### src/hw/vbl_pkg.sv
// shared constants, encodings and carriers for the value block and sector login handler
package vbl_pkg;

	// command characters taken from the serial link
	localparam logic [7:0] CH_INC      = 8'h2B;
	localparam logic [7:0] CH_DEC      = 8'h2D;
	localparam logic [7:0] CH_COPY     = 8'h3D;
	localparam logic [7:0] CH_LOGIN_LC = 8'h6C;
	localparam logic [7:0] CH_LOGIN_UC = 8'h4C;
	localparam logic [7:0] CH_CR       = 8'h0D;

	// ascii codes used by the hex codec
	localparam logic [7:0] CH_0  = 8'h30;
	localparam logic [7:0] CH_9  = 8'h39;
	localparam logic [7:0] CH_UA = 8'h41;
	localparam logic [7:0] CH_UF = 8'h46;
	localparam logic [7:0] CH_LA = 8'h61;
	localparam logic [7:0] CH_LF = 8'h66;
	localparam logic [7:0] HEX_TEN = 8'h0A;

	// single character answers
	localparam logic [7:0] RSP_LOGIN_OK  = 8'h4C;
	localparam logic [7:0] RSP_AUTH_FAIL = 8'h58;
	localparam logic [7:0] RSP_FAIL      = 8'h46;
	localparam logic [7:0] RSP_NO_TAG    = 8'h4E;
	localparam logic [7:0] RSP_OP_MODE   = 8'h4F;
	localparam logic [7:0] RSP_RANGE     = 8'h52;
	localparam logic [7:0] RSP_NO_VALUE  = 8'h49;

	// login parameter ranges and key type codes
	localparam logic [7:0] SECTOR_MAX   = 8'h3F;
	localparam logic [7:0] KT_KEY_A     = 8'hAA;
	localparam logic [7:0] KT_KEY_B     = 8'hBB;
	localparam logic [7:0] KT_ONES_A    = 8'hFF;
	localparam logic [7:0] KT_STORE_A   = 8'h10;
	localparam logic [7:0] KT_STORE_A_H = 8'h2F;
	localparam logic [7:0] KT_STORE_B   = 8'h30;
	localparam logic [7:0] KT_STORE_B_H = 8'h4F;

	// built-in transport keys, first key byte in the top bits
	localparam logic [47:0] TKEY_A    = 48'hA0A1A2A3A4A5;
	localparam logic [47:0] TKEY_B    = 48'hB0B1B2B3B4B5;
	localparam logic [47:0] TKEY_ONES = 48'hFFFFFFFFFFFF;

	// parameter byte counts and reply lengths
	localparam logic [3:0] NPAR_VALUE = 4'h5;
	localparam logic [3:0] NPAR_COPY  = 4'h2;
	localparam logic [3:0] NPAR_HDR   = 4'h2;
	localparam logic [3:0] NPAR_KEY   = 4'h8;
	localparam logic [3:0] LEN_VALUE  = 4'h8;
	localparam logic [3:0] LEN_CHAR   = 4'h1;

	// value block layout: value, inverted value, value, then address bytes
	localparam int VB_VAL0 = 0;
	localparam int VB_INV  = 32;
	localparam int VB_VAL1 = 64;
	localparam int VB_ADR  = 96;

	// reset values
	localparam logic [5:0] RESET_SECTOR = 6'h00;

	typedef enum logic [1:0] {
		CMD_INC   = 2'b00,
		CMD_DEC   = 2'b01,
		CMD_COPY  = 2'b10,
		CMD_LOGIN = 2'b11
	} cmd_e;

	typedef enum logic [1:0] {
		OP_AUTH  = 2'b00,
		OP_READ  = 2'b01,
		OP_WRITE = 2'b10
	} card_op_e;

	typedef enum logic [2:0] {
		CS_OK        = 3'b000,
		CS_NO_TAG    = 3'b001,
		CS_NOT_A     = 3'b010,
		CS_FAIL      = 3'b011,
		CS_AUTH_FAIL = 3'b100
	} card_status_e;

	typedef struct packed {
		logic       valid;
		logic [7:0] data;
	} char_s;

	typedef struct packed {
		logic         valid;
		card_op_e     op;
		logic [7:0]   block;
		logic         key_b;
		logic         key_stored;
		logic [4:0]   key_index;
		logic [47:0]  key;
		logic [127:0] wdata;
	} card_req_s;

	typedef struct packed {
		logic         valid;
		card_status_e status;
		logic [127:0] rdata;
	} card_rsp_s;

	typedef struct packed {
		logic       valid;
		logic [5:0] sector;
	} login_s;

endpackage

### src/hw/hex_pair_collector.sv
// joins pairs of ascii hex characters into parameter bytes
`timescale 1ns/1ns
module hex_pair_collector (
	input  wire logic            i_clk,
	input  wire logic            i_resetn,
	input  wire logic            i_clear,
	input  vbl_pkg::char_s       i_char,
	output vbl_pkg::char_s       o_byte,
	output vbl_pkg::char_s       o_other
);
	import vbl_pkg::*;

	logic       have_hi;
	logic [3:0] hi;
	logic       is_hex;
	logic [3:0] nib;

	// decode one ascii character into a nibble
	always_comb
	begin
		is_hex = 1'b0;
		nib    = 4'h0;
		if (i_char.data >= CH_0 && i_char.data <= CH_9)
		begin
			is_hex = 1'b1;
			nib    = 4'(i_char.data - CH_0);
		end
		else if (i_char.data >= CH_UA && i_char.data <= CH_UF)
		begin
			is_hex = 1'b1;
			nib    = 4'(i_char.data - CH_UA + HEX_TEN);
		end
		else if (i_char.data >= CH_LA && i_char.data <= CH_LF)
		begin
			is_hex = 1'b1;
			nib    = 4'(i_char.data - CH_LA + HEX_TEN);
		end
	end

	// high nibble first, byte pulse on the second character
	always_ff @(posedge i_clk or negedge i_resetn)
	begin
		if (!i_resetn)
		begin
			have_hi <= 1'b0;
			hi      <= 4'h0;
			o_byte  <= '0;
			o_other <= '0;
		end
		else
		begin
			o_byte.valid  <= 1'b0;
			o_other.valid <= 1'b0;
			if (i_clear)
				have_hi <= 1'b0;
			else if (i_char.valid)
			begin
				if (is_hex && have_hi)
				begin
					o_byte.valid <= 1'b1;
					o_byte.data  <= {hi, nib};
					have_hi      <= 1'b0;
				end
				else if (is_hex)
				begin
					hi      <= nib;
					have_hi <= 1'b1;
				end
				else
				begin
					o_other.valid <= 1'b1; // separator or terminator
					o_other.data  <= i_char.data;
					have_hi       <= 1'b0;
				end
			end
		end
	end

endmodule

### src/hw/value_block_and_sector_login.sv
// text command handler for value block increment, decrement, copy and sector login
`timescale 1ns/1ns

// Overview of operation
// RQ1 - increment: block, four byte amount, returns value
// RQ2 - read back every value write to verify
// RQ3 - non-value source on increment/decrement replies I
// RQ4 - host logs into sector before value commands
// RQ5 - increment or its read-back fails replies F
// RQ6 - decrement: block, four byte amount, returns value
// RQ7 - decrement or its read-back fails replies F
// RQ8 - copy: source, target, returns target value
// RQ9 - copy target need not be value block
// RQ10 - non-value copy source replies I
// RQ11 - copy or its read-back fails replies F
// RQ12 - only one sector authenticated at once
// RQ13 - sector above 3Fh or bad key type: R
// RQ14 - AAh key A, BBh key B, supplied key
// RQ15 - FFh means key A with all-ones key
// RQ16 - 10h-2Fh/30h-4Fh use stored key A/B
// RQ17 - six key bytes or CR for transport key
// RQ18 - login answers L on success, X rejected
// RQ19 - three fixed transport keys chosen by key type
// RQ20 - card not type A replies O
// RQ21 - absent or silent card replies N
// RQ22 - parameters are hex pairs without separators
module value_block_and_sector_login (
	input  wire logic            i_clk,
	input  wire logic            i_resetn,
	input  vbl_pkg::char_s       i_rx,
	output logic                 o_rx_ready,
	output vbl_pkg::char_s       o_tx,
	input  wire logic            i_tx_ready,
	output vbl_pkg::card_req_s   o_card_req,
	input  vbl_pkg::card_rsp_s   i_card_rsp,
	output vbl_pkg::login_s      o_login
);
	import vbl_pkg::*;

	typedef enum logic [2:0] {
		S_IDLE    = 3'b000,
		S_PARAM   = 3'b001,
		S_AUTH    = 3'b010,
		S_RD_SRC  = 3'b011,
		S_WRITE   = 3'b100,
		S_RD_BACK = 3'b101,
		S_REPLY   = 3'b110
	} state_e;

	logic          rst_meta;
	logic          rst_n;
	state_e        st;
	cmd_e          cmd;
	logic [63:0]   pbuf;
	logic [3:0]    pcnt;
	logic [7:0]    tgt_block;
	logic [31:0]   new_value;
	logic [127:0]  wr_block;
	logic [63:0]   rbuf;
	logic [3:0]    rcnt;
	char_s         par_byte;
	char_s         par_other;
	char_s         col_in;
	logic          col_clear;
	logic [7:0]    hdr_sector;
	logic [7:0]    hdr_ktype;
	logic          kt_supplied;
	logic          kt_stored_a;
	logic          kt_stored_b;

	// release the asynchronous reset through two flip-flops
	always_ff @(posedge i_clk or negedge i_resetn)
	begin
		if (!i_resetn)
		begin
			rst_meta <= 1'b0;
			rst_n    <= 1'b0;
		end
		else
		begin
			rst_meta <= 1'b1;
			rst_n    <= rst_meta;
		end
	end

	// parameter characters reach the hex collector only while collecting
	assign col_in.valid = i_rx.valid && o_rx_ready && (st == S_PARAM);
	assign col_in.data  = i_rx.data;
	assign col_clear    = (st != S_PARAM);

	hex_pair_collector u_hex (
		.i_clk    (i_clk),
		.i_resetn (rst_n),
		.i_clear  (col_clear),
		.i_char   (col_in),
		.o_byte   (par_byte),
		.o_other  (par_other)
	); // [RQ22]

	// login header fields and key type classes
	assign hdr_sector  = pbuf[15:8];
	assign hdr_ktype   = pbuf[7:0];
	assign kt_supplied = (hdr_ktype == KT_KEY_A) || (hdr_ktype == KT_KEY_B)
		|| (hdr_ktype == KT_ONES_A); // [RQ14] [RQ15]
	assign kt_stored_a = (hdr_ktype >= KT_STORE_A) && (hdr_ktype <= KT_STORE_A_H); // [RQ16]
	assign kt_stored_b = (hdr_ktype >= KT_STORE_B) && (hdr_ktype <= KT_STORE_B_H); // [RQ16]

	// true when a 16 byte block holds a well formed value
	function automatic logic is_value(input logic [127:0] b);
		logic [31:0] v;
		v = b[VB_VAL0 +: 32];
		is_value = (b[VB_INV +: 32] == ~v) && (b[VB_VAL1 +: 32] == v)
			&& (b[VB_ADR +: 8] == ~b[VB_ADR + 8 +: 8])
			&& (b[VB_ADR +: 8] == b[VB_ADR + 16 +: 8])
			&& (b[VB_ADR + 8 +: 8] == ~b[VB_ADR + 16 +: 8])
			&& (b[VB_ADR +: 8] == ~b[VB_ADR + 24 +: 8]);
	endfunction

	// build a value block image for a given value and address byte
	function automatic logic [127:0] make_value(input logic [31:0] v, input logic [7:0] a);
		make_value = {~a, a, ~a, a, v, ~v, v};
	endfunction

	// ascii hex digit for one nibble
	function automatic logic [7:0] hex_char(input logic [3:0] n);
		if (n < 4'hA)
			hex_char = CH_0 + {4'h0, n};
		else
			hex_char = CH_UA + {4'h0, n} - HEX_TEN;
	endfunction

	// eight hex characters, most significant nibble first
	function automatic logic [63:0] hex_word(input logic [31:0] v);
		for (int i = 0; i < 8; i++)
			hex_word[8*i +: 8] = hex_char(v[4*i +: 4]);
	endfunction

	// error character for a card status other than ok
	function automatic logic [7:0] err_char(input card_status_e s);
		case (s)
			CS_NO_TAG: err_char = RSP_NO_TAG;  // [RQ21]
			CS_NOT_A:  err_char = RSP_OP_MODE; // [RQ20]
			default:   err_char = RSP_FAIL;    // [RQ5] [RQ7] [RQ11]
		endcase
	endfunction

	// command sequencer, card requests and reply serializer
	always_ff @(posedge i_clk or negedge rst_n)
	begin
		if (!rst_n)
		begin
			st         <= S_IDLE;
			cmd        <= CMD_INC;
			pbuf       <= '0;
			pcnt       <= 4'h0;
			tgt_block  <= 8'h00;
			new_value  <= 32'h00000000;
			wr_block   <= '0;
			rbuf       <= '0;
			rcnt       <= 4'h0;
			o_rx_ready <= 1'b0;
			o_tx       <= '0;
			o_card_req <= '0;
		end
		else
		begin
			o_card_req.valid <= 1'b0;
			case (st)
				S_IDLE:
				begin
					o_rx_ready <= 1'b1;
					pcnt       <= 4'h0;
					if (i_rx.valid && o_rx_ready)
					begin
						if (i_rx.data == CH_INC || i_rx.data == CH_DEC)
						begin
							cmd <= (i_rx.data == CH_INC) ? CMD_INC : CMD_DEC;
							st  <= S_PARAM;
						end
						else if (i_rx.data == CH_COPY)
						begin
							cmd <= CMD_COPY;
							st  <= S_PARAM;
						end
						else if (i_rx.data == CH_LOGIN_LC || i_rx.data == CH_LOGIN_UC)
						begin
							cmd <= CMD_LOGIN;
							st  <= S_PARAM;
						end
					end
				end
				S_PARAM:
				begin
					if (par_byte.valid)
					begin
						pbuf <= {pbuf[55:0], par_byte.data}; // [RQ22]
						pcnt <= pcnt + 4'h1;
					end
					else if (par_other.valid)
					begin
						if (cmd == CMD_LOGIN && pcnt == NPAR_HDR
							&& par_other.data == CH_CR && kt_supplied)
						begin
							// carriage return selects the transport key
							o_rx_ready            <= 1'b0;
							o_card_req.valid      <= 1'b1; // [RQ17]
							o_card_req.op         <= OP_AUTH;
							o_card_req.block      <= hdr_sector;
							o_card_req.key_b      <= (hdr_ktype == KT_KEY_B);
							o_card_req.key_stored <= 1'b0;
							o_card_req.key_index  <= 5'h00;
							if (hdr_ktype == KT_KEY_A)
								o_card_req.key <= TKEY_A; // [RQ19]
							else if (hdr_ktype == KT_KEY_B)
								o_card_req.key <= TKEY_B; // [RQ19]
							else
								o_card_req.key <= TKEY_ONES; // [RQ19] [RQ15]
							st <= S_AUTH;
						end
						else
						begin
							o_rx_ready <= 1'b0; // malformed line is dropped
							st         <= S_IDLE;
						end
					end
					else if ((cmd == CMD_INC || cmd == CMD_DEC) && pcnt == NPAR_VALUE)
					begin
						// block in byte 4, amount sent most significant first
						o_rx_ready       <= 1'b0;
						tgt_block        <= pbuf[39:32];
						o_card_req.valid <= 1'b1; // [RQ1] [RQ6]
						o_card_req.op    <= OP_READ;
						o_card_req.block <= pbuf[39:32];
						st               <= S_RD_SRC;
					end
					else if (cmd == CMD_COPY && pcnt == NPAR_COPY)
					begin
						o_rx_ready       <= 1'b0;
						tgt_block        <= pbuf[7:0];
						o_card_req.valid <= 1'b1; // [RQ8]
						o_card_req.op    <= OP_READ;
						o_card_req.block <= pbuf[15:8];
						st               <= S_RD_SRC;
					end
					else if (cmd == CMD_LOGIN && pcnt == NPAR_HDR
						&& (hdr_sector > SECTOR_MAX
						|| !(kt_supplied || kt_stored_a || kt_stored_b)))
					begin
						o_rx_ready <= 1'b0;
						rbuf       <= {RSP_RANGE, 56'h0}; // [RQ13]
						rcnt       <= LEN_CHAR;
						st         <= S_REPLY;
					end
					else if (cmd == CMD_LOGIN && pcnt == NPAR_HDR
						&& (kt_stored_a || kt_stored_b))
					begin
						o_rx_ready            <= 1'b0;
						o_card_req.valid      <= 1'b1;
						o_card_req.op         <= OP_AUTH;
						o_card_req.block      <= hdr_sector;
						o_card_req.key_b      <= kt_stored_b; // [RQ16]
						o_card_req.key_stored <= 1'b1;
						o_card_req.key_index  <= kt_stored_b
							? 5'(hdr_ktype - KT_STORE_B) : 5'(hdr_ktype - KT_STORE_A);
						o_card_req.key        <= 48'h000000000000;
						st                    <= S_AUTH;
					end
					else if (cmd == CMD_LOGIN && pcnt == NPAR_KEY)
					begin
						// sector, key type, then six supplied key bytes
						o_rx_ready            <= 1'b0;
						o_card_req.valid      <= 1'b1; // [RQ17]
						o_card_req.op         <= OP_AUTH;
						o_card_req.block      <= pbuf[63:56];
						o_card_req.key_b      <= (pbuf[55:48] == KT_KEY_B); // [RQ14]
						o_card_req.key_stored <= 1'b0;
						o_card_req.key_index  <= 5'h00;
						o_card_req.key        <= pbuf[47:0];
						st                    <= S_AUTH;
					end
				end
				S_AUTH:
				begin
					if (i_card_rsp.valid)
					begin
						rcnt <= LEN_CHAR;
						st   <= S_REPLY;
						if (i_card_rsp.status == CS_OK)
							rbuf <= {RSP_LOGIN_OK, 56'h0}; // [RQ18]
						else if (i_card_rsp.status == CS_AUTH_FAIL)
							rbuf <= {RSP_AUTH_FAIL, 56'h0}; // [RQ18]
						else
							rbuf <= {err_char(i_card_rsp.status), 56'h0};
					end
				end
				S_RD_SRC:
				begin
					if (i_card_rsp.valid)
					begin
						if (i_card_rsp.status != CS_OK)
						begin
							rbuf <= {err_char(i_card_rsp.status), 56'h0};
							rcnt <= LEN_CHAR;
							st   <= S_REPLY;
						end
						else if (!is_value(i_card_rsp.rdata))
						begin
							rbuf <= {RSP_NO_VALUE, 56'h0}; // [RQ3] [RQ10]
							rcnt <= LEN_CHAR;
							st   <= S_REPLY;
						end
						else
						begin
							// target gets its own block number as address byte, whatever it held
							o_card_req.valid <= 1'b1; // [RQ9]
							o_card_req.op    <= OP_WRITE;
							o_card_req.block <= tgt_block;
							case (cmd)
								CMD_INC:
								begin
									new_value <= i_card_rsp.rdata[31:0] + pbuf[31:0]; // [RQ1]
									o_card_req.wdata <= make_value(
										i_card_rsp.rdata[31:0] + pbuf[31:0], tgt_block);
									wr_block <= make_value(
										i_card_rsp.rdata[31:0] + pbuf[31:0], tgt_block);
								end
								CMD_DEC:
								begin
									new_value <= i_card_rsp.rdata[31:0] - pbuf[31:0]; // [RQ6]
									o_card_req.wdata <= make_value(
										i_card_rsp.rdata[31:0] - pbuf[31:0], tgt_block);
									wr_block <= make_value(
										i_card_rsp.rdata[31:0] - pbuf[31:0], tgt_block);
								end
								default:
								begin
									new_value        <= i_card_rsp.rdata[31:0]; // [RQ8]
									o_card_req.wdata <= make_value(i_card_rsp.rdata[31:0],
										tgt_block);
									wr_block         <= make_value(i_card_rsp.rdata[31:0],
										tgt_block);
								end
							endcase
							st <= S_WRITE;
						end
					end
				end
				S_WRITE:
				begin
					if (i_card_rsp.valid)
					begin
						if (i_card_rsp.status == CS_OK)
						begin
							o_card_req.valid <= 1'b1; // [RQ2]
							o_card_req.op    <= OP_READ;
							o_card_req.block <= tgt_block;
							st               <= S_RD_BACK;
						end
						else
						begin
							rbuf <= {err_char(i_card_rsp.status), 56'h0};
							rcnt <= LEN_CHAR;
							st   <= S_REPLY;
						end
					end
				end
				S_RD_BACK:
				begin
					if (i_card_rsp.valid)
					begin
						rcnt <= LEN_VALUE;
						st   <= S_REPLY;
						if (i_card_rsp.status == CS_OK && i_card_rsp.rdata == wr_block)
							rbuf <= hex_word(new_value); // [RQ2]
						else if (i_card_rsp.status == CS_NO_TAG
							|| i_card_rsp.status == CS_NOT_A)
						begin
							rbuf <= {err_char(i_card_rsp.status), 56'h0};
							rcnt <= LEN_CHAR;
						end
						else
						begin
							rbuf <= {RSP_FAIL, 56'h0}; // [RQ5] [RQ7] [RQ11]
							rcnt <= LEN_CHAR;
						end
					end
				end
				S_REPLY:
				begin
					if (!o_tx.valid || i_tx_ready)
					begin
						if (rcnt != 4'h0)
						begin
							o_tx.valid <= 1'b1;
							o_tx.data  <= rbuf[63:56];
							rbuf       <= {rbuf[55:0], 8'h00};
							rcnt       <= rcnt - 4'h1;
						end
						else
						begin
							o_tx.valid <= 1'b0;
							st         <= S_IDLE;
						end
					end
				end
				default:
				begin
					st <= S_IDLE;
				end
			endcase
		end
	end

	// single authenticated sector, dropped when a new login request goes to the card
	always_ff @(posedge i_clk or negedge rst_n)
	begin
		if (!rst_n)
		begin
			o_login.valid  <= 1'b0;
			o_login.sector <= RESET_SECTOR;
		end
		else if (o_card_req.valid && o_card_req.op == OP_AUTH)
		begin
			o_login.valid  <= 1'b0; // [RQ12]
			o_login.sector <= o_card_req.block[5:0];
		end
		else if (st == S_AUTH && i_card_rsp.valid && i_card_rsp.status == CS_OK)
			o_login.valid <= 1'b1; // [RQ12]
	end

endmodule

### config.mk
export PLATFORM = sky130hd
export DESIGN_NAME = value_block_and_sector_login
export DESIGN_NICKNAME = d
export VERILOG_FILES = /design/src/hw/vbl_pkg.sv /design/src/hw/hex_pair_collector.sv /design/src/hw/value_block_and_sector_login.sv
export SDC_FILE = /design/constraint.sdc
export NUM_CORES = 1
export LEC_CHECK = 0
export BUFFER_PORTS_ARGS = -buffer_cell sky130_fd_sc_hd__buf_2
export CAP_MARGIN = 20
export CORE_ASPECT_RATIO = 0.5
export CORE_UTILIZATION = 23
export DETAILED_ROUTE_END_ITERATION = 12
export SLEW_MARGIN = 30
export SYNTH_ARGS = -nofsm -noshare
export SYNTH_HDL_FRONTEND = slang
export SYNTH_SLANG_ARGS = --single-unit
### constraint.sdc
create_clock -name i_clk -period 12.3 [get_ports i_clk]
set_clock_uncertainty 0.15 [all_clocks]
set_input_delay 0.615 -clock i_clk [delete_from_list [all_inputs] [get_ports i_clk]]
set_output_delay 0.615 -clock i_clk [all_outputs]
set_load 0.01 [all_outputs]
======== Yosys cells after proc, flatten, opt, wreduce, memory -nomap -nowiden ========
Index checks and enable logic that the tools add are counted.
storage, ports and cells
  bits in registers ....................... 417
  input port bits ......................... 144
  output and inout port bits .............. 211
operators by class
  add/sub/neg operators ................... 35
  $lt $le $gt $ge ......................... 19
  equal/unequal tests ..................... 62
  muxes and demuxes ....................... 122
  bitwise operators ....................... 13
  reduce and logical (&&, ||, !) cells .... 68
operators with widths
  kind                 number
  $mux 64              16
  $mux 66              6
  $pmux 64 s6          1
  $pmux 96 s2          1
  $eq 128x128->1       1
  $mux 61              2
  $mux 55              2
  $not 32->32          3
  $mux 47              2
  $mux 8               10
  $mux 11              7
  $mux 4               19
  $add 7x4->8 const A  8
  $eq 32x32->1         2
  $pmux 32 s2          1
  $sub 8x4->8 const B  8
  $mux 9               7
  $add 6x4->7 const A  8
  $mux 3               16
  $ne 2x2->1 const B   17
  $pmux 11 s3          1
  $add 32x32->32       1
  $eq 8x8->1           4
  $eq 8x8->1 const B   4
  56 further kinds     172

======== Depth between registers and ports, before layout ========
Gate-level depths: netlist (run 1).
  word-level depth ........................ 14
  gate-level depth with buffers ........... 14
  gate-level depth less buffers ........... 13

======== Modules after synthesis ========
A second synthesis (run 1) with hierarchy kept.
unflattened totals
  cells, all modules ...................... 2,469
  area total of the unflattened synthesis .. 21,450.6 um^2
by module, submodules not included
  module                        times used  cells each  area each (um^2)  sequential area each (um^2)
  value_block_and_sector_login  1           2,373       20,250.7          7,632.3
  hex_pair_collector            1           96          1,199.9           575.6

======== Worst setup path after synthesis (run 1) ========
No wires, ideal clock.
  path kind ............................... register to register
  from .................................... register pbuf[4]
  to ...................................... register new_value[25]
  setup time .............................. 124 ps
  arrival ................................. 3,132 ps
  data required time ...................... 12,026 ps
  setup slack ............................. 8,894 ps
  stages on the path, launching flop included .. 14
  path buffers ............................ 2
  clock period less this slack ............ 3,406 ps
  cells stage by stage .................... dfrtp_1 clkbuf_1 inv_1 ha_1 buf_2 a21oi_1 o21ai_0 o21ai_0 a2111oi_2 o2111ai_1 a211oi_1 o21a_1 nor3_1 o31a_1
between the ends
  word-level cells in the longest chain between the ends .. 2
  elaborated cells on any way between the ends .. 3
RTL lines
  element                                                  RTL line                                                                  text
  start: declaration                                       value_block_and_sector_login.sv:54                                        logic [63:0] pbuf;
  start signal: assignment                                 value_block_and_sector_login.sv:196                                       pbuf <= {pbuf[55:0], par_byte.data};
  $sub 32x32->32 / $add 32x32->32 (equally long branches)  value_block_and_sector_login.sv:329, value_block_and_sector_login.sv:321
  $pmux 32 s2 *                                            value_block_and_sector_login.sv:318                                       case (cmd)
  end signal: assignment                                   value_block_and_sector_login.sv:321                                       new_value <= i_card_rsp.rdata[31:0] + pbuf[31:0];
  end signal: assignment                                   value_block_and_sector_login.sv:329                                       new_value <= i_card_rsp.rdata[31:0] - pbuf[31:0];
  end signal: assignment                                   value_block_and_sector_login.sv:337                                       new_value <= i_card_rsp.rdata[31:0];
  end: declaration                                         value_block_and_sector_login.sv:57                                        logic [31:0] new_value;
Every way passes the cells marked *; elsewhere a longest branch is shown, timed or not.
A chain may end at the register's enable or synchronous reset.

======== Worst setup path after layout (run 1) ========
  from .................................... register pbuf[2]
  to ...................................... register new_value[21]
Same word-level chain as after synthesis.

==> key figures, run 1 <==
Run status
  • Status: finished with violations
  • Failing checks: design-rule violations

Power and ir drop
  • P per Cell Area: approximately 130 nW/um^2
  • Leakage Power: roughly 0.012 uW
  • Worst vdd ir: 190 uV

STA
  • Fin. Hold Viols: 0
  • Minimum clock period: approximately 4.6 ns
  • RSZ-0062 raised after global routing: false
  • Max Clock Freq: 215 MHz
  • Finish-stage setup viols: 0
  • Least-Margin Pin Slew: between 1 and 1.5 ns
  • Rel. slew slack: a little under a third
  • Fin crit share: a little under two fifths
  • Final setup TNS: 0 ns
  • Slew Viols, Final: 0

Logic synthesis
  • Synth Area in Compound Gates: about a fifth
  • Syn_area_per_cell: between 8 and 9 sq um
  • Register area share after synthesis: 37.8%
  • Total number of yosys warnings: 0
  • Top cell type's share of synthesized area: 37.8%
  • Seq cells post-synth: 328
  • Most frequent cell after synthesis: dfrtp_1
  • Post-synth EDFFs: 0
  • Library cells used by synthesis: 90
  • Simple-Gate Fraction of Synth Area: roughly 17%
  • Asr flop ratio synth: 100%
  • Yosys top cell by area: dfrtp_1
  • Syn_nets: 2741
  • Largest family of logic cells by synthesized area: compound AO/OA/AOI/OAI gates
  • Main synth FF type: dfrtp_1
  • Commonest cells in the synthesized netlist: dfrtp_1 (328), nand2_1 (257), a21oi_1 (239), nor2_1 (203), o21ai_0 (188)
  • Ranking of synthesized cells by area: dfrtp_1 (38%), a21oi_1 (5.5%), xor2_1 (5.3%)
  • Mapped Cells: roughly 2500
  • XOR/XNOR share of the synthesized area: 8.54%
  • Mapped Area: between 20000 and 25000 sq um
  • Adder-cell share of the synthesized area: 4.96%
  • Post-synthesis mux area share: between 5 and 6%

Flow run
  • Max_cap viols: 0

Global route
  • Pin count of the biggest net entering global routing: approximately 170
  • Grt ovf: 0
  • Vias in the first global route: approximately 20000
  • First-pass GRT wire length: around 140 mm
  • Initial antenna violation count: 5
  • Total GRT Usage: a little under 20%

CTS
  • Post-CTS setup buffer count: 0
  • Clk slew on worst S/H paths: ~0.06 ns
  • CTS tree: built
  • CTS Buffer Depth: 3
  • Later-pin clock latency in the skew report: roughly 0.59 ns
  • H-tree Lvls: 2
  • CTS buffer count: 37
  • CTS sink cnt: approximately 330
  • CTS root buffer: clkbuf_16

Setup path
  • Worst Path Max Fanout: 8
  • CP Launch Type: flop
  • CP required: between 10 and 15 ns
  • Critical Path AT: around 5.0 ns
  • Crit path kind: flop to flop
  • Crit. End Element: flop
  • Reg2reg setup slack: 7.66 ns

Layout
  • Area growth, synth to finish: 18.3%
  • Non-filler cells, final: a little over 4000
  • NumNets Final: 2969
  • Fraction of layout instances using a drive strength above 1: roughly 20%
  • Fillers: slightly above 10000

Floorplan
  • I/O pins: 355
  • Chip Height: between 200 and 250 um
  • # rows: 79
  • Overall die area: around 96000 sq um
  • Core area: ~93000 sq um
  • Initial Util: 23.3%
  • Die Wd: 437 um

Placement
  • Placed insts: around 4000
  • Port Buffers: roughly 350
  • Detailed placement HPWL: a little under 80 mm
  • Gpl congestion: approximately 0.98

Drt
  • 1st-iter DRT viols: ~2100
  • Via-to-Cell Ratio: 5.13
  • Drt first pass iters: 10
  • Vias: around 21000
  • Final wirelength: about 97 mm
  • Final ANT Viol Nets: 0
  • Residual DRC: 6
  • Avg WL per Cell: roughly 24 um

Worst hold path
  • Min-Delay Path Class: flop to async pin
==> layer usage <==
layer | vias to the layer above | share of wire [%] | routed length (um) | global-route usage [%]
li1 | 9318 | - | - | -
met1 | 10300 | 41 | 40200 | 25.2
met2 | 824 | 45 | 43900 | 31.3
met3 | 215 | 7.2 | 6990 | 3.43
met4 | 2 | 6.1 | 5900 | 10.7
met5 | - | 0.0093 | 9 | 0
==> worst paths after layout <==
path	depth (start not counted)	to	from
worst max-delay path	11	new_value[21]	pbuf[2]
worst max register to register	11	new_value[21]	pbuf[2]
max in group asynchronous	3	rbuf[20]	rst_n
min in group i_clk	2	u_hex.o_other[5]	i_rx[5]
worst min register to register	0	pbuf[57]	rst_n
worst min-delay path	0	pbuf[57]	rst_n
==> where the power goes <==
part,internal [uW],total [uW],switching [uW]
combinational,343,941,598
clock,662,1140,481
sequential,1220,1310,88.9
total,2230,3390,1170
==> area by class of cell <==
| cell class | count | area (sq um) | area share [%] |
|---|---|---|---|
| Antenna cell | 5 | 12.5 | 0.0487 |
| Clock buffer | 49 | 1040 | 4.05 |
| Clock inverter | 14 | 186 | 0.725 |
| Inverter | 120 | 450 | 1.75 |
| Multi-Input combinational cell | 1877 | 12200 | 47.6 |
| Sequential cell | 328 | 8210 | 31.9 |
| Tap cell | 1255 | 1570 | 6.11 |
| Timing Repair Buffer | 376 | 2000 | 7.77 |
==> cell families (layout without fill, tap and decap cells) <==
kind of cell	Yosys count	after routing
AO/OA/AOI/OAI	721	721
XOR/XNOR	212	212
adder cells (fa/ha/maj)	85	85
buffers and inverters	307	559
flip-flops	328	328
multiplexers	99	99
other	2	7
AND/OR/NAND/NOR	758	758
==> worst max-delay path: stages (launching register included) <==
cell and delay (ns):
dfrtp_1 0.69, inv_1 0.22, ha_1 0.46, o21ai_0 0.15, a211oi_2 0.35, o21ai_0 0.37
a2111oi_2 0.75, nor3_1 0.09, a21oi_1 0.21, xnor2_1 0.14, o21ai_0 0.68, mux2_2 0.29
==> stage by stage <==
stage	power (uW)	utilization, %	hold slack, ns	area [sq um]	worst slack [ns]
2_1_floorplan	1960	-	0.169	21700	2.33
3_3_place_gp	2230	26.1	0.157	24400	7.58
3_5_place_dp	2260	26.2	0.153	24400	7.54
4_1_cts	3410	27.5	0.136	25600	7.50
5_1_grt	3580	27.5	0.146	25700	7.43
6_report	3390	27.5	0.139	25700	7.66
==> cells in the final DEF, fill, tap and decap left out, types with 22 or more instances in the layout <==
master,synthesis,routed
clkbuf_16,0,37
o21ai_0,188,188
dfrtp_1,328,327
nand2_1,257,256
inv_1,118,118
o211ai_1,23,23
nand4_1,50,50
a211oi_1,22,22
a21o_1,22,22
nor2b_1,24,24
a22oi_1,30,30
o21a_1,28,28
a31oi_1,22,22
mux2_2,81,81
buf_2,20,353
ha_1,83,83
xnor2_1,80,80
xor2_1,132,132
a21oi_1,239,237
nor4_1,41,39
nor3_1,36,34
nand3_1,42,42
nor2_1,203,202
==> registers in the layout, indices dropped and copies added (netlist names), 9 cells and up <==
register and flops:
new_value 31, o_card_req 66, pbuf 64, rbuf 56, u_hex.o_byte 9, u_hex.o_other 9
wr_block 49
==> repair_timing <==
action,CTS,global route
gates resized for setup,0,0
setup endpoints to repair,0,0
hold buffers,1,0
endpoints found under the hold margin,2,0
Note: power is estimated with default switching activity, not from simulation.
==> run 2: changes to the inputs <==
==> constraint.sdc (replaced) <==
create_clock -name i_clk -period 4.1 [get_ports i_clk]
set_clock_uncertainty 0.15 [all_clocks]
set_input_delay 0.205 -clock i_clk [delete_from_list [all_inputs] [get_ports i_clk]]
set_output_delay 0.205 -clock i_clk [all_outputs]
set_load 0.01 [all_outputs]
==> key figures, run 2 (synthesis results as in run 1) <==
Layout
  • Area growth, synth to finish: 23.2%
  • Fraction of layout instances using a drive strength above 1: 22.8% (+2.9 points)
  • FF/Latch Area: 8210 sq um (unchanged)
  • Footprint of the multi-input gates: 12200 sq um (about the same)
  • Largest regs: o_card_req x66, pbuf x64, rbuf x56
  • Max FFs per register: 66 (unchanged)
  • Highest-count cells in the layout ignoring fill and taps: buf_2 (353), dfrtp_1 (327), nand2_1 (256)
  • Commonest non-fill, non-tap cell in the layout: buf_2
  • NumNets Final: 3087 (+4.0%)
  • Biggest register: o_card_req
  • Non-filler cells, final: 4144 (+3.0%)
  • Fillers: 10000 (-1.1%)

Drt
  • Final ANT Viol Nets: 0 (unchanged)
  • Routed wl met2: 46.0 mm (+4.8%)
  • Vias: 21200 (+2.5%)
  • 1st-iter DRT viols: 2119 (-1.2%)
  • Met3 wire len: 8.17 mm (+17%)
  • Max layer used: met5
  • Drt first pass iters: 6 (-4)
  • Residual DRC: 0 (-6)
  • Final wirelength: 102 mm (+5.2%)
  • Via-to-Cell Ratio: 5.11 (-0.45%)
  • Avg WL per Cell: 24.6 um (+2.2%)
  • WL met1: 41.8 mm (+4.0%)

Setup path
  • CP endpoint: rbuf[59]
  • Reg2Reg Capture Point: rbuf[59]
  • Max incr delay on CP: 0.81 ns (+0.06 ns)
  • WP depth: 10 (-1)
  • Slowest-stage cell, CP: dfrtp_1
  • Critical-path cell list: xor2_1 > nor4_1 > nand4_1 > nor4_1 > nand4_1 > buf_4 > a31oi_1 > or3_1 > dlygate4sd3_1 > a31oi_1
  • Crit path kind: flop to flop
  • RR Startpoint: new_value[25]
  • R2R cell count: 10 (-1)
  • CP startpoint: new_value[25]
  • Worst Path Max Fanout: 7 (-1)
  • CP required: 4.38 ns (-8.25 ns)
  • CP top delay family: simple AND/OR/NAND/NOR gates
  • Critical Path AT: 4.25 ns (-0.72 ns)
  • CP Launch Type: flop
  • Crit. End Element: flop
  • Reg2reg setup slack: 0.13 ns (-7.52 ns)
  • CP Buf/Inv Count: 2 (+1)

STA
  • RSZ-0062 raised after global routing: false
  • Slew Viols, Final: 0 (unchanged)
  • Max Clock Freq: 252 MHz (+17%)
  • Fin crit share: 96.8% (+59 points)
  • Minimum clock period: 3.97 ns (-0.675 ns)
  • Finish-stage setup viols: 0 (unchanged)
  • Fin. Hold Viols: 0 (unchanged)
  • Least-Margin Pin Slew: 0.897 ns (-0.128 ns)
  • Rel. slew slack: 40.0% (+8.3 points)
  • Final setup TNS: 0 ns (unchanged)

Power and ir drop
  • Worst vdd ir: 261 uV (+38%)
  • Leakage Power: 0.0122 uW (+5.6%)
  • P per Cell Area: 399 nW/um^2 (+200%)

Global route
  • Initial antenna violation count: 5 (unchanged)
  • First-pass GRT wire length: 145 mm (+4.4%)
  • Vias in the first global route: 20400 (+4.2%)
  • Total GRT Usage: 20.6% (+0.98 points)
  • Grt ovf: 0 (unchanged)
  • Pin count of the biggest net entering global routing: 103 (-39%)

Floorplan
  • Overall die area: 95800 sq um (unchanged)
  • I/O pins: 355 (unchanged)
  • # rows: 79 (unchanged)
  • Chip Height: 219 um (unchanged)
  • Initial Util: 23.3% (unchanged)
  • Die Wd: 437 um (unchanged)
  • Core area: 93300 sq um (unchanged)

CTS
  • Later-pin clock latency in the skew report: 0.58 ns (about the same)
  • CTS buffer count: 38 (+2.7%)
  • Clk slew on worst S/H paths: 0.06 ns (about the same)
  • CTS root buffer: clkbuf_16
  • H-tree Lvls: 2 (unchanged)
  • CTS sink cnt: 328 (unchanged)
  • CTS Buffer Depth: 3 (unchanged)
  • CTS tree: built

Placement
  • Placed insts: 4054 (+2.5%)
  • Port Buffers: 353 (unchanged)
  • Detailed placement HPWL: 82.0 mm (+6.5%)
  • Gpl congestion: 1.06 (+7.4%)

Flow run
  • Max_cap viols: 0 (unchanged)

Run status
  • Status: finished clean

Worst hold path
  • Min-Delay Path Class: primary input to flop
-- run 2: changes by cell type in the layout (fill, tap and decap cells not counted), sizes merged, moves of 2 or more --
cell,previous run,this run
buf,375,475
dlygate4sd3,1,18
clkbuf,49,54
diode,5,2
inv,120,122
-- run 2: power by group --
part / total [uW] / internal (uW) / switching [uW]
Clock: 3680 / 2170 / 1500
Combinational: 3070 / 1210 / 1860
Sequential: 3930 / 3660 / 267
-- run 2: how the worst min path moves through the flow --
stage               cells past startpoint  slack, ns           start      endpoint
floorplan                               0      -0.24        i_resetn      rst_meta
global placement                        1      -0.16        i_resetn      rst_meta
detailed placement                      1      -0.16        i_resetn      rst_meta
CTS                                     4       0.01  i_card_rsp[31]  wr_block[95]
global route                            4       0.06   i_card_rsp[5]  wr_block[37]
finish                                  4       0.04   i_card_rsp[8]  wr_block[40]
-- run 2: tightest hold or removal path, stage by stage --
cell	delay [ns]
buf_2	0.24
nand2_1	0.07
o21ai_0	0.11
a21oi_1	0.08
-- run 2: per-stage QoR --
stage	worst slack, ns	total power (uW)	hold WS, ns	cell area (sq um)	util [%]
2_1_floorplan	0.694	5890	-0.241	21700	-
3_3_place_gp	0.141	6910	-0.160	25200	27.0
3_5_place_dp	0.0665	6980	-0.158	25200	27.0
4_1_cts	0.0502	10700	0.0110	26700	28.6
5_1_grt	0.0518	11200	0.0634	26800	28.7
6_report	0.132	10700	0.0414	26800	28.7
-- run 2: final cells by class --
cell class / instances / share of cell area [%]
multi-input cells: 1877 / 45.8
flip-flops and latches: 328 / 30.7
repair buffers: 493 / 11.0
well taps: 1255 / 5.87
clock buffers: 54 / 4.19
inverters: 120 / 1.68
clock inverters: 15 / 0.781
diodes: 2 / 0.0187
-- run 2: repair_timing --
| item | CTS | global route |
|---|---|---|
| buffers inserted | 0 | 1 |
| gates resized for setup | 0 | 9 |
| endpoints found under the hold margin | 28 | 0 |
| endpoints found under the setup margin | 0 | 16 |
| hold buffers | 18 | 0 |
-- run 2: metal layers --
metal / GRT usage (%) / vias to the layer above
met2: 32.6 / 911
met4: 11.4 / 4
met1: 26.1 / 10500
met3: 4.31 / 238
met5: 0 / -
li1: - / 9523
==> run 3: changes to the inputs <==
--- a/config.mk
+++ b/config.mk
@@ -8,8 +8,9 @@
 export BUFFER_PORTS_ARGS = -buffer_cell sky130_fd_sc_hd__buf_2
 export CAP_MARGIN = 20
 export CORE_ASPECT_RATIO = 0.5
-export CORE_UTILIZATION = 23
+export CORE_UTILIZATION = 50
 export DETAILED_ROUTE_END_ITERATION = 12
+export PLACE_DENSITY = 0.75
 export SLEW_MARGIN = 30
 export SYNTH_ARGS = -nofsm -noshare
 export SYNTH_HDL_FRONTEND = slang
==> key figures, run 3 (synthesis results as in run 1) <==
STA
  • Post-route setup slack: 0.144 ns (+0.0114 ns)
  • RSZ-0062 raised after global routing: false
  • Slew Viols, Final: 0 (unchanged)
  • Final setup TNS: 0 ns (unchanged)
  • Rel. slew slack: 36.4% (-3.6 points)
  • Hold WS: 0.0341 ns (-0.00730 ns)
  • Max Clock Freq: 253 MHz (+0.29%)
  • Finish-stage setup viols: 0 (unchanged)
  • Least-Margin Pin Slew: 0.955 ns (+0.0574 ns)
  • Fin. Hold Viols: 0 (unchanged)
  • Fin crit share: 96.5% (-0.28 points)
  • Minimum clock period: 3.96 ns (-0.0114 ns)

Layout
  • Largest regs: o_card_req x66, pbuf x64, rbuf x56
  • Biggest register: o_card_req
  • Fraction of layout instances using a drive strength above 1: 21.6% (-1.2 points)
  • Area growth, synth to finish: 17.2%
  • Highest-count cells in the layout ignoring fill and taps: buf_2 (353), dfrtp_1 (327), nand2_1 (256)
  • Commonest non-fill, non-tap cell in the layout: buf_2
  • Max FFs per register: 66 (unchanged)
  • NumNets Final: 3060 (-0.87%)
  • Finished Cell Area: 25500 sq um (-4.8%)
  • Fillers: 3855 (-61%)

Global route
  • Total GRT Usage: 40.6% (+20 points)
  • Initial antenna violation count: 2 (-3)
  • Pin count of the biggest net entering global routing: 108 (+4.9%)
  • Grt ovf: 0 (unchanged)
  • Vias in the first global route: 19700 (-3.3%)
  • First-pass GRT wire length: 133 mm (-8.5%)

CTS
  • H-tree Lvls: 1 (-1)
  • Clk slew on worst S/H paths: 0.07 ns (about the same)
  • CTS root buffer: clkbuf_16
  • CTS tree: built
  • CTS sink cnt: 328 (unchanged)
  • CTS buffer count: 31 (-18%)
  • Post-CTS setup buffer count: 0 (unchanged)
  • Later-pin clock latency in the skew report: 0.60 ns (+0.02 ns)
  • CTS Buffer Depth: 3 (unchanged)

Setup path
  • CP required: 4.49 ns (+0.11 ns)
  • Crit. End Element: flop
  • Worst Path Max Fanout: 10 (+3)
  • CP Launch Type: flop
  • Crit path kind: flop to flop
  • Critical Path AT: 4.34 ns (+0.09 ns)

Drt
  • Drt first pass iters: 6 (unchanged)
  • Vias: 21500 (+1.5%)
  • Via-to-Cell Ratio: 6.26 (+23%)
  • Final wirelength: 92.1 mm (-9.8%)
  • Residual DRC: 0 (unchanged)
  • Avg WL per Cell: 26.8 um (+8.9%)
  • 1st-iter DRT viols: 2641 (+25%)
  • Final ANT Viol Nets: 0 (unchanged)

Floorplan
  • I/O pins: 355 (unchanged)
  • # rows: 53 (-33%)
  • Initial Util: 51.2% (+28 points)
  • Die Wd: 297 um (-32%)
  • Chip Height: 149 um (-32%)
  • Overall die area: 44300 sq um (-54%)
  • Core area: 42400 sq um (-55%)

Flow run
  • Max_cap viols: 0 (unchanged)

Placement
  • Placement Setup Slack: 0.172 ns (+0.105 ns)
  • Detailed placement HPWL: 73.1 mm (-11%)
  • DP Area: 24100 sq um (-4.4%)
  • Port Buffers: 353 (unchanged)
  • Gpl congestion: 1.12 (+5.9%)

Power and ir drop
  • Leakage Power: 0.0119 uW (-2.3%)
  • Worst vdd ir: 699 uV (+170%)
  • P per Cell Area: 393 nW/um^2 (-1.5%)
  • Total Power: 10000 uW (-6.2%)

Worst hold path
  • Min-Delay Path Class: primary input to flop

Run status
  • Status: finished clean
run 3: changes by cell type in the layout (fill, tap and decap cells not counted), sizes merged:
cell | before | now
dlygate4sd3 | 18 | 27
buf | 475 | 446
bufinv | 4 | 2
clkbuf | 54 | 42
clkinvlp | 2 | 4
clkinv | 7 | 9
diode | 2 | 1
inv | 122 | 119
run 3: cell type report:
type	count	area [sq um]	area share, %
multi-input combinational	1877	12200	48.1
sequential	328	8210	32.2
timing repair buffer	473	2810	11.0
clock buffer	42	887	3.48
tap	577	722	2.83
inverter	120	450	1.77
clock inverter	14	149	0.585
antenna	1	2.50	0.00982
run 3: timing repair:
| item | CTS | global route |
|---|---|---|
| endpoints found under the hold margin | 37 | 0 |
| endpoints found under the setup margin | 0 | 10 |
| hold buffers | 27 | 0 |
| resized for setup | 0 | 7 |
run 3: worst paths after layout:
kind,from,to,slack (ns),cells after the start
min,i_card_rsp[12],wr_block[44],0.03,3
max reg2reg,pbuf[6],new_value[21],0.14,11
min reg2reg,rst_n,u_hex.o_other[5],0.11,0
min in group asynchronous,rst_n,u_hex.o_other[5],0.11,0
max in group asynchronous,rst_n,new_value[9],2.67,1
max,pbuf[6],new_value[21],0.14,11
run 3: critical path, cell delays in order (launching register included):
cell and delay (ns):
dfrtp_1 0.51, inv_1 0.16, ha_2 0.48, nand2b_1 0.15, or4b_1 0.47, o2111a_1 0.30
nor3_1 0.23, o211ai_1 0.25, a21oi_1 0.23, xnor2_1 0.08, o21ai_0 0.61, mux2_2 0.28
run 3: layer usage:
layer  global-route usage (%)  vias to the layer above  part of all wire, %
met5                        0                        -                0.029
met4                     11.6                        4                  3.3
li1                         -                     9489                    -
met3                     9.79                      196                   11
met1                     59.8                    10600                   43
met2                     58.8                     1214                   42
run 3: report_power, final:
group	internal, uW	leakage, uW	switching [uW]	total, uW
combinational	1120	0.00711	1950	3070
sequential	3660	0.00429	275	3940
clock	1650	0.000499	1360	3000
total	6430	0.0119	3580	10000
run 3: through the flow:
stage | cells | util (%)
6_report | 3432 | 60.0
5_1_grt | 3431 | 60.0
4_1_cts | 3430 | 59.8
3_5_place_dp | 3347 | 56.8
3_3_place_gp | 3347 | 56.8
2_1_floorplan | 2512 | -
